## src/hw/dpcs_defs.svh

```systemverilog
// dpcs_defs.svh: constants of the data path control set block
// assumes: included by the package and by every design file that needs a figure
`ifndef DPCS_DEFS_SVH
`define DPCS_DEFS_SVH

// ----------------------------------------------------------------------------
// geometry
// ----------------------------------------------------------------------------
`define DPCS_LANES 8
`define DPCS_NUM_STAGED 1
`define DPCS_SEL_W 4
`define DPCS_TAG_W 3
`define DPCS_SI_W 8

// ----------------------------------------------------------------------------
// field values and reset contents
// ----------------------------------------------------------------------------
`define DPCS_SEL_UNUSED 4'h0
`define DPCS_DEFAULT_SEL 4'h1
`define DPCS_DEFAULT_TAG 3'h0
`define DPCS_DEFAULT_OVR 1'b0
`define DPCS_SI_DEFAULT 8'h00

// ----------------------------------------------------------------------------
// timing: path initialization takes at least this long
// ----------------------------------------------------------------------------
`define DPCS_CLK_PERIOD_NS 50
`define DPCS_INIT_TIME_NS 2000
`define DPCS_INIT_CYCLES \
    ((`DPCS_INIT_TIME_NS + `DPCS_CLK_PERIOD_NS - 1) / `DPCS_CLK_PERIOD_NS)

`endif

```

## src/hw/dpcs_pkg.sv

```systemverilog
// dpcs_pkg: types shared by the data path control set block
// assumes: dpcs_defs.svh is on the include path
`include "dpcs_defs.svh"

package dpcs_pkg;

    // ------------------------------------------------------------------------
    // reported state of a data path, copied onto each of its lanes
    // ------------------------------------------------------------------------
    typedef enum logic [1:0] {
        dpcs_st_deact,
        dpcs_st_init,
        dpcs_st_act
    } dpcs_path_state_t;

    // ------------------------------------------------------------------------
    // one per-lane path configuration entry
    // ------------------------------------------------------------------------
    typedef struct packed {
        logic [`DPCS_SEL_W-1:0] application_selector_field;
        logic [`DPCS_TAG_W-1:0] lowest_lane_tag;
        logic override_bit;
    } dpcs_lane_cfg_t;

endpackage

```

## src/hw/dpcs_top.sv

```systemverilog
// dpcs_top: staged and active per-lane path configuration with path states
// assumes: all control inputs are driven by management logic on core_clk
//
// Contract
// - selector zero marks lane unused, no path
// - unused lane ignores tag and override bit
// - unused lane always reports deactivated state
// - active set cannot be written by host
// - one active and at least one staged set
// - staged writes never touch hardware or active
// - apply copies staged to active, then commission
// - active set mirrors hardware only while its path is initializing or active; hw copy loads only on init and holds unused entries while deactivated
// - entry holds selector, lowest-lane tag, override bit
// - path resources initialize and release as group
// - each path controlled independently of others
// - path status reported identically on its lanes
// - tag equals lowest lane of the path
// - override set uses host settings, else module's
`timescale 1ns/1ns
`include "dpcs_defs.svh"

module dpcs_top #(
    parameter int LANES = `DPCS_LANES,
    parameter int NUM_STAGED = `DPCS_NUM_STAGED,
    parameter int INIT_CYCLES = `DPCS_INIT_CYCLES,
    parameter int SI_W = `DPCS_SI_W,
    parameter int SET_W = (NUM_STAGED > 1) ? $clog2(NUM_STAGED) : 1
) (
    // clock, reset, enable
    input wire logic core_clk,
    input wire logic srst,
    input wire logic ce,
    // staged set write
    input wire logic stg_wr,
    input wire logic [SET_W-1:0] stg_wr_set,
    input wire logic [`DPCS_TAG_W-1:0] stg_wr_lane,
    input wire logic [`DPCS_SEL_W-1:0] stg_wr_sel,
    input wire logic [`DPCS_TAG_W-1:0] stg_wr_tag,
    input wire logic stg_wr_ovr,
    // staged set readback
    input wire logic [SET_W-1:0] stg_rd_set,
    input wire logic [`DPCS_TAG_W-1:0] stg_rd_lane,
    output logic [`DPCS_SEL_W-1:0] stg_rd_sel,
    output logic [`DPCS_TAG_W-1:0] stg_rd_tag,
    output logic stg_rd_ovr,
    // provisioning: copy staged lanes into the active set
    input wire logic apply,
    input wire logic [SET_W-1:0] apply_set,
    input wire logic [LANES-1:0] apply_mask,
    // commissioning, one mask bit per lowest lane of a path
    input wire logic dp_init,
    input wire logic [LANES-1:0] dp_init_mask,
    input wire logic dp_deinit,
    input wire logic [LANES-1:0] dp_deinit_mask,
    // host signal settings per lane
    input wire logic [LANES-1:0][SI_W-1:0] host_si,
    // active set, read only
    output logic [LANES-1:0][`DPCS_SEL_W-1:0] act_sel,
    output logic [LANES-1:0][`DPCS_TAG_W-1:0] act_tag,
    output logic [LANES-1:0] act_ovr,
    // per-lane state
    output dpcs_pkg::dpcs_path_state_t [LANES-1:0] lane_state,
    // committed hardware configuration
    output logic [LANES-1:0][`DPCS_SEL_W-1:0] hw_sel,
    output logic [LANES-1:0][`DPCS_TAG_W-1:0] hw_tag,
    output logic [LANES-1:0][SI_W-1:0] si_eff
);
    import dpcs_pkg::*;

    localparam int NPATH = 1 << `DPCS_TAG_W;

    // ------------------------------------------------------------------------
    // parameter checks
    // ------------------------------------------------------------------------
    initial begin
        if (LANES < 2 || LANES > NPATH) begin
            $error("dpcs_top: LANES out of range");
        end
        if (NUM_STAGED < 1) begin
            $error("dpcs_top: at least one staged set needed");
        end
        if (SET_W < 1 || (1 << SET_W) < NUM_STAGED) begin
            $error("dpcs_top: SET_W too narrow");
        end
    end

    localparam dpcs_lane_cfg_t CFG_DEFAULT = '{
        application_selector_field: `DPCS_DEFAULT_SEL,
        lowest_lane_tag: `DPCS_DEFAULT_TAG,
        override_bit: `DPCS_DEFAULT_OVR
    };
    localparam dpcs_lane_cfg_t CFG_UNUSED = '{
        application_selector_field: `DPCS_SEL_UNUSED,
        lowest_lane_tag: `DPCS_DEFAULT_TAG,
        override_bit: 1'b0
    };

    // storage: staged sets, active set, hardware copy, reported state
    dpcs_lane_cfg_t [NUM_STAGED-1:0][LANES-1:0] staged_r, staged_nxt;
    dpcs_lane_cfg_t [LANES-1:0] active_r, active_nxt;
    dpcs_lane_cfg_t [LANES-1:0] hw_r, hw_nxt;
    dpcs_path_state_t [LANES-1:0] lane_state_r, lane_state_nxt;
    dpcs_lane_cfg_t rd_r, rd_nxt;

    // per-path controls, padded to every tag value
    dpcs_path_state_t [NPATH-1:0] path_state;
    logic [NPATH-1:0] start_req;
    logic [NPATH-1:0] stop_req;
    logic [LANES-1:0] act_used;

    // ------------------------------------------------------------------------
    // path controllers, one per possible lowest lane
    // ------------------------------------------------------------------------
    generate
        for (genvar p = 0; p < NPATH; p++) begin : g_path
            if (p < LANES) begin : g_real
                // a path starts only from its lowest lane with a used entry
                assign start_req[p] = dp_init && dp_init_mask[p] && act_used[p]
                    && active_r[p].lowest_lane_tag == `DPCS_TAG_W'(p)
                    && path_state[p] == dpcs_st_deact;
                assign stop_req[p] = dp_deinit && dp_deinit_mask[p];
                dpcs_path_ctl #(
                    .INIT_CYCLES(INIT_CYCLES)
                ) u_path (
                    .core_clk(core_clk),
                    .srst(srst),
                    .ce(ce),
                    .start(start_req[p]),
                    .stop(stop_req[p]),
                    .state(path_state[p])
                );
            end else begin : g_none
                assign start_req[p] = 1'b0;
                assign stop_req[p] = 1'b0;
                assign path_state[p] = dpcs_st_deact;
            end
        end
    endgenerate

    // ------------------------------------------------------------------------
    // per-lane logic: used flag and effective signal settings
    // ------------------------------------------------------------------------
    generate
        for (genvar l = 0; l < LANES; l++) begin : g_lane
            assign act_used[l] = active_r[l].application_selector_field != `DPCS_SEL_UNUSED;
            dpcs_si_select #(
                .SI_W(SI_W),
                .SI_DEFAULT(SI_W'(`DPCS_SI_DEFAULT))
            ) u_si (
                .core_clk(core_clk),
                .srst(srst),
                .ce(ce),
                .used(hw_r[l].application_selector_field != `DPCS_SEL_UNUSED),
                .ovr(hw_r[l].override_bit),
                .host_si(host_si[l]),
                .si_eff(si_eff[l])
            );
        end
    endgenerate

    // ------------------------------------------------------------------------
    // next values of the sets and of the reported state
    // ------------------------------------------------------------------------
    always_comb begin
        staged_nxt = staged_r;
        active_nxt = active_r;
        hw_nxt = hw_r;
        lane_state_nxt = lane_state_r;
        rd_nxt = rd_r;
        // staged write: stored only, nothing else moves
        if (stg_wr && int'(stg_wr_set) < NUM_STAGED && int'(stg_wr_lane) < LANES) begin
            staged_nxt[stg_wr_set][stg_wr_lane] = '{
                application_selector_field: stg_wr_sel,
                lowest_lane_tag: stg_wr_tag,
                override_bit: stg_wr_ovr
            };
        end
        if (int'(stg_rd_set) < NUM_STAGED && int'(stg_rd_lane) < LANES) begin
            rd_nxt = staged_r[stg_rd_set][stg_rd_lane];
        end else begin
            rd_nxt = CFG_UNUSED;
        end
        for (int l = 0; l < LANES; l++) begin
            // provisioning only on lanes whose path is deactivated
            if (apply && apply_mask[l] && int'(apply_set) < NUM_STAGED
                && (!act_used[l]
                    || path_state[active_r[l].lowest_lane_tag] == dpcs_st_deact)
                && !(act_used[l] && start_req[active_r[l].lowest_lane_tag])) begin
                active_nxt[l] = staged_r[apply_set][l];
            end
            // commissioning: the whole path takes its active entries at once
            if (act_used[l] && start_req[active_r[l].lowest_lane_tag]) begin
                hw_nxt[l] = active_r[l];
            end else if (stop_req[hw_r[l].lowest_lane_tag]
                && hw_r[l].application_selector_field != `DPCS_SEL_UNUSED) begin
                hw_nxt[l] = CFG_UNUSED;
            end
            // each lane shows the state of the path it belongs to
            if (act_used[l]) begin
                lane_state_nxt[l] = path_state[active_r[l].lowest_lane_tag];
            end else begin
                lane_state_nxt[l] = dpcs_st_deact;
            end
        end
    end

    // registers; the active set has no host write path at all
    always_ff @(posedge core_clk) begin
        if (srst) begin
            staged_r <= {(NUM_STAGED * LANES){CFG_DEFAULT}};
            active_r <= {LANES{CFG_DEFAULT}};
            hw_r <= {LANES{CFG_UNUSED}};
            lane_state_r <= '{default: dpcs_st_deact};
            rd_r <= CFG_UNUSED;
        end else if (ce) begin
            staged_r <= staged_nxt;
            active_r <= active_nxt;
            hw_r <= hw_nxt;
            lane_state_r <= lane_state_nxt;
            rd_r <= rd_nxt;
        end
    end

    // outputs straight from the registers
    always_comb begin
        for (int l = 0; l < LANES; l++) begin
            act_sel[l] = active_r[l].application_selector_field;
            act_tag[l] = active_r[l].lowest_lane_tag;
            act_ovr[l] = active_r[l].override_bit;
            hw_sel[l] = hw_r[l].application_selector_field;
            hw_tag[l] = hw_r[l].lowest_lane_tag;
        end
    end
    assign lane_state = lane_state_r;
    assign stg_rd_sel = rd_r.application_selector_field;
    assign stg_rd_tag = rd_r.lowest_lane_tag;
    assign stg_rd_ovr = rd_r.override_bit;

    // ------------------------------------------------------------------------
    // checks
    // ------------------------------------------------------------------------
    generate
        for (genvar l = 0; l < LANES; l++) begin : g_chk
            property p_unused_deact;
                @(posedge core_clk) disable iff (srst)
                (ce && !act_used[l]) |=> lane_state_r[l] == dpcs_st_deact;
            endproperty
            a_unused_deact: assert property (p_unused_deact)
                else $error("unused lane not deactivated");
        end
    endgenerate

    property p_active_ro;
        @(posedge core_clk) disable iff (srst)
        !(ce && apply) |=> $stable(active_r);
    endproperty
    a_active_ro: assert property (p_active_ro) else $error("active set changed");

    property p_staged_only;
        @(posedge core_clk) disable iff (srst)
        (ce && stg_wr && !apply && start_req == '0 && stop_req == '0)
            |=> $stable(active_r) && $stable(hw_r);
    endproperty
    a_staged_only: assert property (p_staged_only) else $error("staged write leaked");

    property p_hw_commit;
        @(posedge core_clk) disable iff (srst)
        (ce && start_req[0]) |=> hw_r[0] == $past(active_r[0])
            ##1 (!$past(ce) || lane_state_r[0] != dpcs_st_deact);
    endproperty
    a_hw_commit: assert property (p_hw_commit) else $error("commit mismatch");

    property p_hw_quiet;
        @(posedge core_clk) disable iff (srst)
        !(ce && (start_req != '0 || stop_req != '0)) |=> $stable(hw_r);
    endproperty
    a_hw_quiet: assert property (p_hw_quiet) else $error("hardware changed unasked");

    property p_same_status;
        @(posedge core_clk) disable iff (srst)
        (ce && act_used[0] && act_used[1]
            && active_r[0].lowest_lane_tag == active_r[1].lowest_lane_tag)
            |=> lane_state_r[0] == lane_state_r[1];
    endproperty
    a_same_status: assert property (p_same_status) else $error("path lanes differ");

    property p_start_tag;
        @(posedge core_clk) disable iff (srst)
        (ce && start_req[LANES/2]) |=> hw_r[LANES/2].lowest_lane_tag == `DPCS_TAG_W'(LANES/2);
    endproperty
    a_start_tag: assert property (p_start_tag) else $error("path tag not lowest lane");

    property p_cov_apply;
        @(posedge core_clk) disable iff (srst)
        ce && apply && apply_mask != '0;
    endproperty
    c_cov_apply: cover property (p_cov_apply);

    property p_cov_commit;
        @(posedge core_clk) disable iff (srst)
        ce && start_req != '0;
    endproperty
    c_cov_commit: cover property (p_cov_commit);

    property p_cov_deinit;
        @(posedge core_clk) disable iff (srst)
        ce && dp_deinit && lane_state_r[0] == dpcs_st_act;
    endproperty
    c_cov_deinit: cover property (p_cov_deinit);

endmodule

```

## src/hw/dpcs_path_ctl.sv

```systemverilog
// dpcs_path_ctl: state of one data path, initialized and released as a group
// assumes: start and stop come from logic on core_clk, already qualified
`timescale 1ns/1ns
`include "dpcs_defs.svh"

module dpcs_path_ctl #(
    parameter int INIT_CYCLES = `DPCS_INIT_CYCLES
) (
    // clock and reset
    input wire logic core_clk,
    input wire logic srst,
    input wire logic ce,
    // requests for this path only
    input wire logic start,
    input wire logic stop,
    // path state
    output dpcs_pkg::dpcs_path_state_t state
);
    import dpcs_pkg::*;

    localparam int CW = $clog2(INIT_CYCLES + 1);

    initial begin
        if (INIT_CYCLES < 1) begin
            $error("dpcs_path_ctl: INIT_CYCLES must be at least 1");
        end
    end

    dpcs_path_state_t state_r, state_nxt;
    logic [CW-1:0] cnt_r, cnt_nxt;

    // next state: whole path moves together
    always_comb begin
        state_nxt = state_r;
        cnt_nxt = cnt_r;
        case (state_r)
            dpcs_st_deact: begin
                if (start) begin
                    state_nxt = dpcs_st_init;
                    cnt_nxt = CW'(INIT_CYCLES - 1);
                end
            end
            dpcs_st_init: begin
                if (stop) begin
                    state_nxt = dpcs_st_deact;
                end else if (cnt_r == '0) begin
                    state_nxt = dpcs_st_act;
                end else begin
                    cnt_nxt = cnt_r - CW'(1);
                end
            end
            dpcs_st_act: begin
                if (stop) begin
                    state_nxt = dpcs_st_deact;
                end
            end
            default: begin
                state_nxt = dpcs_st_deact;
            end
        endcase
    end

    // registers
    always_ff @(posedge core_clk) begin
        if (srst) begin
            state_r <= dpcs_st_deact;
            cnt_r <= '0;
        end else if (ce) begin
            state_r <= state_nxt;
            cnt_r <= cnt_nxt;
        end
    end

    assign state = state_r;

    // ------------------------------------------------------------------------
    // checks
    // ------------------------------------------------------------------------
    property p_init_done;
        @(posedge core_clk) disable iff (srst)
        (ce && state_r == dpcs_st_init && cnt_r == '0 && !stop) |=> state_r == dpcs_st_act;
    endproperty
    a_init_done: assert property (p_init_done) else $error("path did not finish init");

    property p_start_go;
        @(posedge core_clk) disable iff (srst)
        (ce && state_r == dpcs_st_deact && start) |=> (state_r == dpcs_st_init);
    endproperty
    a_start_go: assert property (p_start_go) else $error("path start ignored");

    property p_own_stop_only;
        @(posedge core_clk) disable iff (srst)
        (state_r == dpcs_st_act && !(ce && stop)) |=> state_r == dpcs_st_act;
    endproperty
    a_own_stop_only: assert property (p_own_stop_only) else $error("path left act");

    property p_reach_act;
        @(posedge core_clk) disable iff (srst)
        state_r == dpcs_st_init ##1 state_r == dpcs_st_act;
    endproperty
    c_reach_act: cover property (p_reach_act);

endmodule

```

## src/hw/dpcs_si_select.sv

```systemverilog
// dpcs_si_select: effective signal settings of one lane
// assumes: used and ovr come from the committed hardware configuration
`timescale 1ns/1ns
`include "dpcs_defs.svh"

module dpcs_si_select #(
    parameter int SI_W = `DPCS_SI_W,
    parameter logic [SI_W-1:0] SI_DEFAULT = `DPCS_SI_DEFAULT
) (
    // clock and reset
    input wire logic core_clk,
    input wire logic srst,
    input wire logic ce,
    // committed lane setup
    input wire logic used,
    input wire logic ovr,
    input wire logic [SI_W-1:0] host_si,
    // settings applied to the lane
    output logic [SI_W-1:0] si_eff
);
    import dpcs_pkg::*;

    initial begin
        if (SI_W < 1) begin
            $error("dpcs_si_select: SI_W must be at least 1");
        end
    end

    logic [SI_W-1:0] si_r, si_nxt;

    // host settings only on a used lane with the override set
    always_comb begin
        if (used && ovr) begin
            si_nxt = host_si;
        end else begin
            si_nxt = SI_DEFAULT;
        end
    end

    always_ff @(posedge core_clk) begin
        if (srst) begin
            si_r <= SI_DEFAULT;
        end else if (ce) begin
            si_r <= si_nxt;
        end
    end

    assign si_eff = si_r;

    // ------------------------------------------------------------------------
    // checks
    // ------------------------------------------------------------------------
    property p_host_si;
        @(posedge core_clk) disable iff (srst)
        (ce && used && ovr) |=> si_r == $past(host_si);
    endproperty
    a_host_si: assert property (p_host_si) else $error("host settings not used");

    property p_module_si;
        @(posedge core_clk) disable iff (srst)
        (ce && !(used && ovr)) |=> si_r == SI_DEFAULT;
    endproperty
    a_module_si: assert property (p_module_si) else $error("module settings not used");

endmodule

```

## config.mk

```make
export PLATFORM = sky130hd
export DESIGN_NAME = dpcs_top
export DESIGN_NICKNAME = d
export VERILOG_FILES = /design/src/hw/dpcs_pkg.sv /design/src/hw/dpcs_top.sv /design/src/hw/dpcs_path_ctl.sv /design/src/hw/dpcs_si_select.sv
export VERILOG_INCLUDE_DIRS = /design/src /design/src/hw
export SDC_FILE = /design/constraint.sdc
export NUM_CORES = 1
export LEC_CHECK = 0
export BUFFER_PORTS_ARGS = -buffer_cell sky130_fd_sc_hd__buf_4
export CORE_ASPECT_RATIO = 0.6
export CORE_UTILIZATION = 50
export CTS_BUF_LIST = sky130_fd_sc_hd__clkbuf_16
export DETAILED_ROUTE_END_ITERATION = 8
export PLACE_DENSITY = 0.82
export SLEW_MARGIN = 20
export SYNTH_ARGS = -nofsm -noshare
export SYNTH_HDL_FRONTEND = slang
export SYNTH_SLANG_ARGS = --single-unit
```

## constraint.sdc

```tcl
create_clock -name core_clk -period 2.5 [get_ports core_clk]
set_input_delay 0.125 -clock core_clk [delete_from_list [all_inputs] [get_ports core_clk]]
set_output_delay 0.125 -clock core_clk [all_outputs]
set_load 0.005 [all_outputs]
```

==> metrics list <==
- The checks that failed: hold timing, setup timing.
- Core Area: 32,540 um^2
- Total number of nets in the final design: 2,409
* Final worst hold slack: -2.535 ps
- In this run the tightest slew margin relative to its limit is 0.4760.
* Seq/Total Area, Yosys: 0.4149
- Net count after synthesis: approximately 1,900
* Area share of fa/ha/maj cells after synthesis: 0.01206
- TritonCTS created 34 clock buffers.
- Chip Height: between 100 and 150 um
- Setup repair after global routing missed its margin: true
- Transition time of the tightest slew-check pin: 786.0 ps
* Overall routing resource usage: 0.3773
- Final hold violation count: 1
* Switch share: 0.2457
- Dominant cell by count in the synthesized netlist: sky130_fd_sc_hd__dfxtp_1
* Layout Skew: 19.38 ps
- Post-synth ARST share: 0
* CP bufs+invs: 1
- Number of antenna violations at the first check in global routing: 5
- Routed length per placed instance: 24.65 um
* Share of total power in sequential cells: 0.461
- Number of DRC markers in iteration 0: 2,109
- Worst hold path startpoint: dp_deinit_mask[0]
- The number of global-route vias before repair was around 16,000.
* Met2 usage in global routing: 0.5742
- Number of synthesized register bits: 344
* Count of nets left with antenna violations after detail routing: 0
* Cell Rows: 51
- Worst min-delay path class: primary input to register
- Of the total power, the clock network draws 0.448.
- The synthesized design contains 0 enable-type register cells.
- CTS tree: built
- Wire length reported by the detailed router: between 60,000 and 70,000 um
- In this run the clock root is driven by a sky130_fd_sc_hd__clkbuf_16.
* Final max-slew violation count: 0
- Main area contributors after synthesis: sky130_fd_sc_hd__dfxtp_1, sky130_fd_sc_hd__mux2i_1, sky130_fd_sc_hd__mux4_2
- Die area: around 34,000 um^2
* Number of clock sinks: 344
- Once detailed placement completed, the half-perimeter wirelength came to between 40,000 and 50,000 um.
* Data required, critical path: 2900 ps
- Cell area power density: 518.4 nW/um^2
- Netlist area before placement: 16,600 um^2
- Fraction of the mapped netlist area in compound gates: 0.1462
* Worst path slowest cell: sky130_fd_sc_hd__or4_4
* Kind of start point of the critical path: register
* Largest net degree at the start of global routing: 70
* Worst EP arrival: around 3200 ps
- After layout, the minimum clock period comes to 2754 ps.
- Relative to the synthesized area, the layout overhead comes to 39.86%.
- In this run the number of H-tree levels came out at 2.
- Summed over all layers, the global routing overflow is 0.
* Maximum VDD drop: about 0.0004 V
- Cell area after layout: around 23,000 um^2
- At the later pin of the worst-skew pair, clock insertion delay measures 550 ps.
* Family with the most delay on the worst path: simple AND/OR/NAND/NOR gates
- Final clock period utilization by the worst path: 1.101
- Slack of the worst reg-to-reg path: -250 ps
- For met1 alone, demand over resource in global routing was 0.4852.
- The worst setup path is of the register to register kind.
* Simple-gate share of the synthesized area: 0.1847
* Multiplexer area fraction after synthesis: 0.2004
- Maximum operating frequency: 363.2 MHz
* Ordered list of cells on the worst path: o41ai_4 -> buf_4 -> nor3_4 -> mux4_2 -> and3_4 -> or4_4 -> mux2i_1 -> nor2_1
- After clock tree synthesis, the clock-pin slew on the worst setup and hold paths is 70 ps.
- The first detailed-routing pass ran for 9 iterations.
- Number of placed cells counting well taps: 2,568
- In the routed design, unresolved DRC markers number 0.
- After global routing, the most crowded layer is met2.
- Longest individual stage delay on the worst path: 600 ps
* Post-synthesis cell count: 1,760
- During I/O placement, the number of pins put on the boundary was between 300 and 400.
- Horiz. Die Dim: 237.2 um
* Global routing met3 resource utilization: 0.1287
* Via-to-Cell Ratio: 6.342
- The share of synthesized area in the top cell type comes to 0.4149.
* Placed Area: 20,630 um^2
- The congestion estimate from routability-driven global placement came to 1.020.
- Post-Synth XOR/XNOR Area: 0
- In this run the critical register-to-register path is launched from act_sel[28]$_SDFFE_PP1P_.
- Across the run, the number of max-cap violations was 0.
* Number of vias in the routed layout: 17,314
- Worst Setup End Kind: register
- The longest clock path from root to sink contains 3 buffers.
- Leakage power: 9.739 nW
* Setup WS pre-CTS: -203.6 ps
* Final Core Density: 0.7134
- Wire length of the first global-routing pass: approximately 97,000 um
- The critical path starts at act_sel[28]$_SDFFE_PP1P_.
- The analysis attributes to net switching a power of between 2 and 3 mW.
- Internal power of the cells: around 9 mW
- Post-route non-filler standard cell count: 2,730
- Final setup viols: 66
* Prevailing post-synth register cell: sky130_fd_sc_hd__dfxtp_1
- The synthesized netlist contains 79 unique library cells.
- Combinational family with the most area after synthesis: multiplexers
* Worst Path Max Fanout: 5
- Most area-hungry cell type in the Yosys netlist: sky130_fd_sc_hd__dfxtp_1
* Fraction of final layout cells sized beyond drive strength 1: 0.3330
- After synthesis, the most frequently instantiated cells are sky130_fd_sc_hd__dfxtp_1, sky130_fd_sc_hd__nor2_1, sky130_fd_sc_hd__mux2i_1.
* Final worst slack: -253.6 ps
- Warning count from the yosys run: 0
* Part of the total power dissipated in combinational logic: 0.091
- Starting density of the core: 0.5101
- Status: finished with violations
* Number of buffer cells added on primary ports: 319
- In this run the mean area of a mapped cell was approximately 9.4 um^2.
==> per-layer routing <==
| layer | wire [um] | vias to the layer above |
|---|---|---|
| met5 | 20 | - |
| met4 | 3340 | 4 |
| met3 | 8958 | 244 |
| met2 | 29000 | 1244 |
| met1 | 25980 | 8343 |
| li1 | - | 7479 |
==> flip-flops by register name, summed over array words and instances, names as in the netlist <==
signal                      count
act_sel                        32
act_ovr                         8
act_tag                        24
g_path.g_real.u_path.state     16
hw_sel                         32
lane_state                     16
staged_r                       64
g_lane.u_si.si_eff             64
stg_rd_tag                      3
g_path.g_real.u_path.cnt_r     48
stg_rd_ovr                      1
hw_r                            8
stg_rd_sel                      4
hw_tag                         24
==> worst register-to-register path, delay by kind of cell (launching register included) <==
family,cells,cell delay [ps]
AOI/OAI and AO/OA,1,410
muxes,2,760
DFF,1,340
and+or+nand+nor,4,920
buffers and inverters,1,200
==> cells by family after synthesis <==
logic type	Yosys count
compound gates	344
fa+ha+maj	16
buf+inv	178
flops	344
mux	246
simple gates	632
==> repair_timing <==
item / 4_1_cts / 5_1_grt
resized for setup: 26 / 72
hold buffers: 72 / 0
hold endpoints to repair: 127 / 0
buffers inserted: 10 / 18
cloned: 2 / 2
pin swaps: 13 / 18
endpoints found under the setup margin: 107 / 120
==> area by class of cell <==
cell class,instances,area (um^2)
Clock inverter,23,249.0
Tap cell,424,530.5
Sequential cell,344,6908
Antenna cell,3,7.507
Clock buffer,35,875.8
Fill cell,2282,9328
Inverter,39,148.9
Multi-Input combinational cell,1239,9450
Timing Repair Buffer,623,5046
==> path summary, 6_finish.rpt <==
| check | to | cells after the start |
|---|---|---|
| setup / recovery | act_tag[8]$_SDFFE_PP0P_ | 8 |
| hold / removal | g_path[0].g_real.u_path.state[1]$_SDFFE_PP0P_ | 4 |
| setup reg to reg | act_tag[8]$_SDFFE_PP0P_ | 8 |
| hold reg to reg | hw_r[8]$_SDFFE_PP0P_ | 2 |
==> power groups by stage <==
stage / Clock (mW) / Sequential (mW) / Combinational [mW]
floorplan: 0 / 5.66 / 0.461
global placement: 0 / 5.67 / 0.885
detailed placement: 0 / 5.67 / 0.900
CTS: 5.38 / 5.54 / 1.02
global route: 5.62 / 5.55 / 1.14
finish: 5.39 / 5.55 / 1.10
==> stage by stage <==
stage	setup TNS, ps	power [mW]
after floorplan	-211.3	6.118
after global placement	-5102	6.551
after detailed placement	-8319	6.567
after CTS	-4585	11.94
after global routing	-9800	12.31
final	-4498	12.04
==> cell usage in the layout, fill, tap and decap left out, drive strengths merged, types with 9 or more instances in the layout <==
cell / synthesis / routed
nor2b: 13 / 13
clkbuf: 117 / 37
or4: 11 / 12
a22oi: 82 / 82
nand2: 107 / 107
mux4: 68 / 68
nand3: 25 / 25
o21ai: 44 / 44
mux2i: 167 / 167
dfxtp: 344 / 344
and3: 11 / 11
a311oi: 23 / 23
a32oi: 9 / 9
o31ai: 9 / 9
buf: 22 / 549
ha: 16 / 16
nor2: 300 / 300
dlygate4sd3: 0 / 72
nor4: 24 / 24
inv: 39 / 48
a41o: 10 / 10
nor3: 49 / 49
mux2: 11 / 11
a21oi: 79 / 79
a211oi: 16 / 16
and2: 16 / 16
nor3b: 11 / 11
nand2b: 20 / 20
nand3b: 10 / 10
a31oi: 12 / 12
or3: 12 / 12
(Power assumes the default switching activity.)
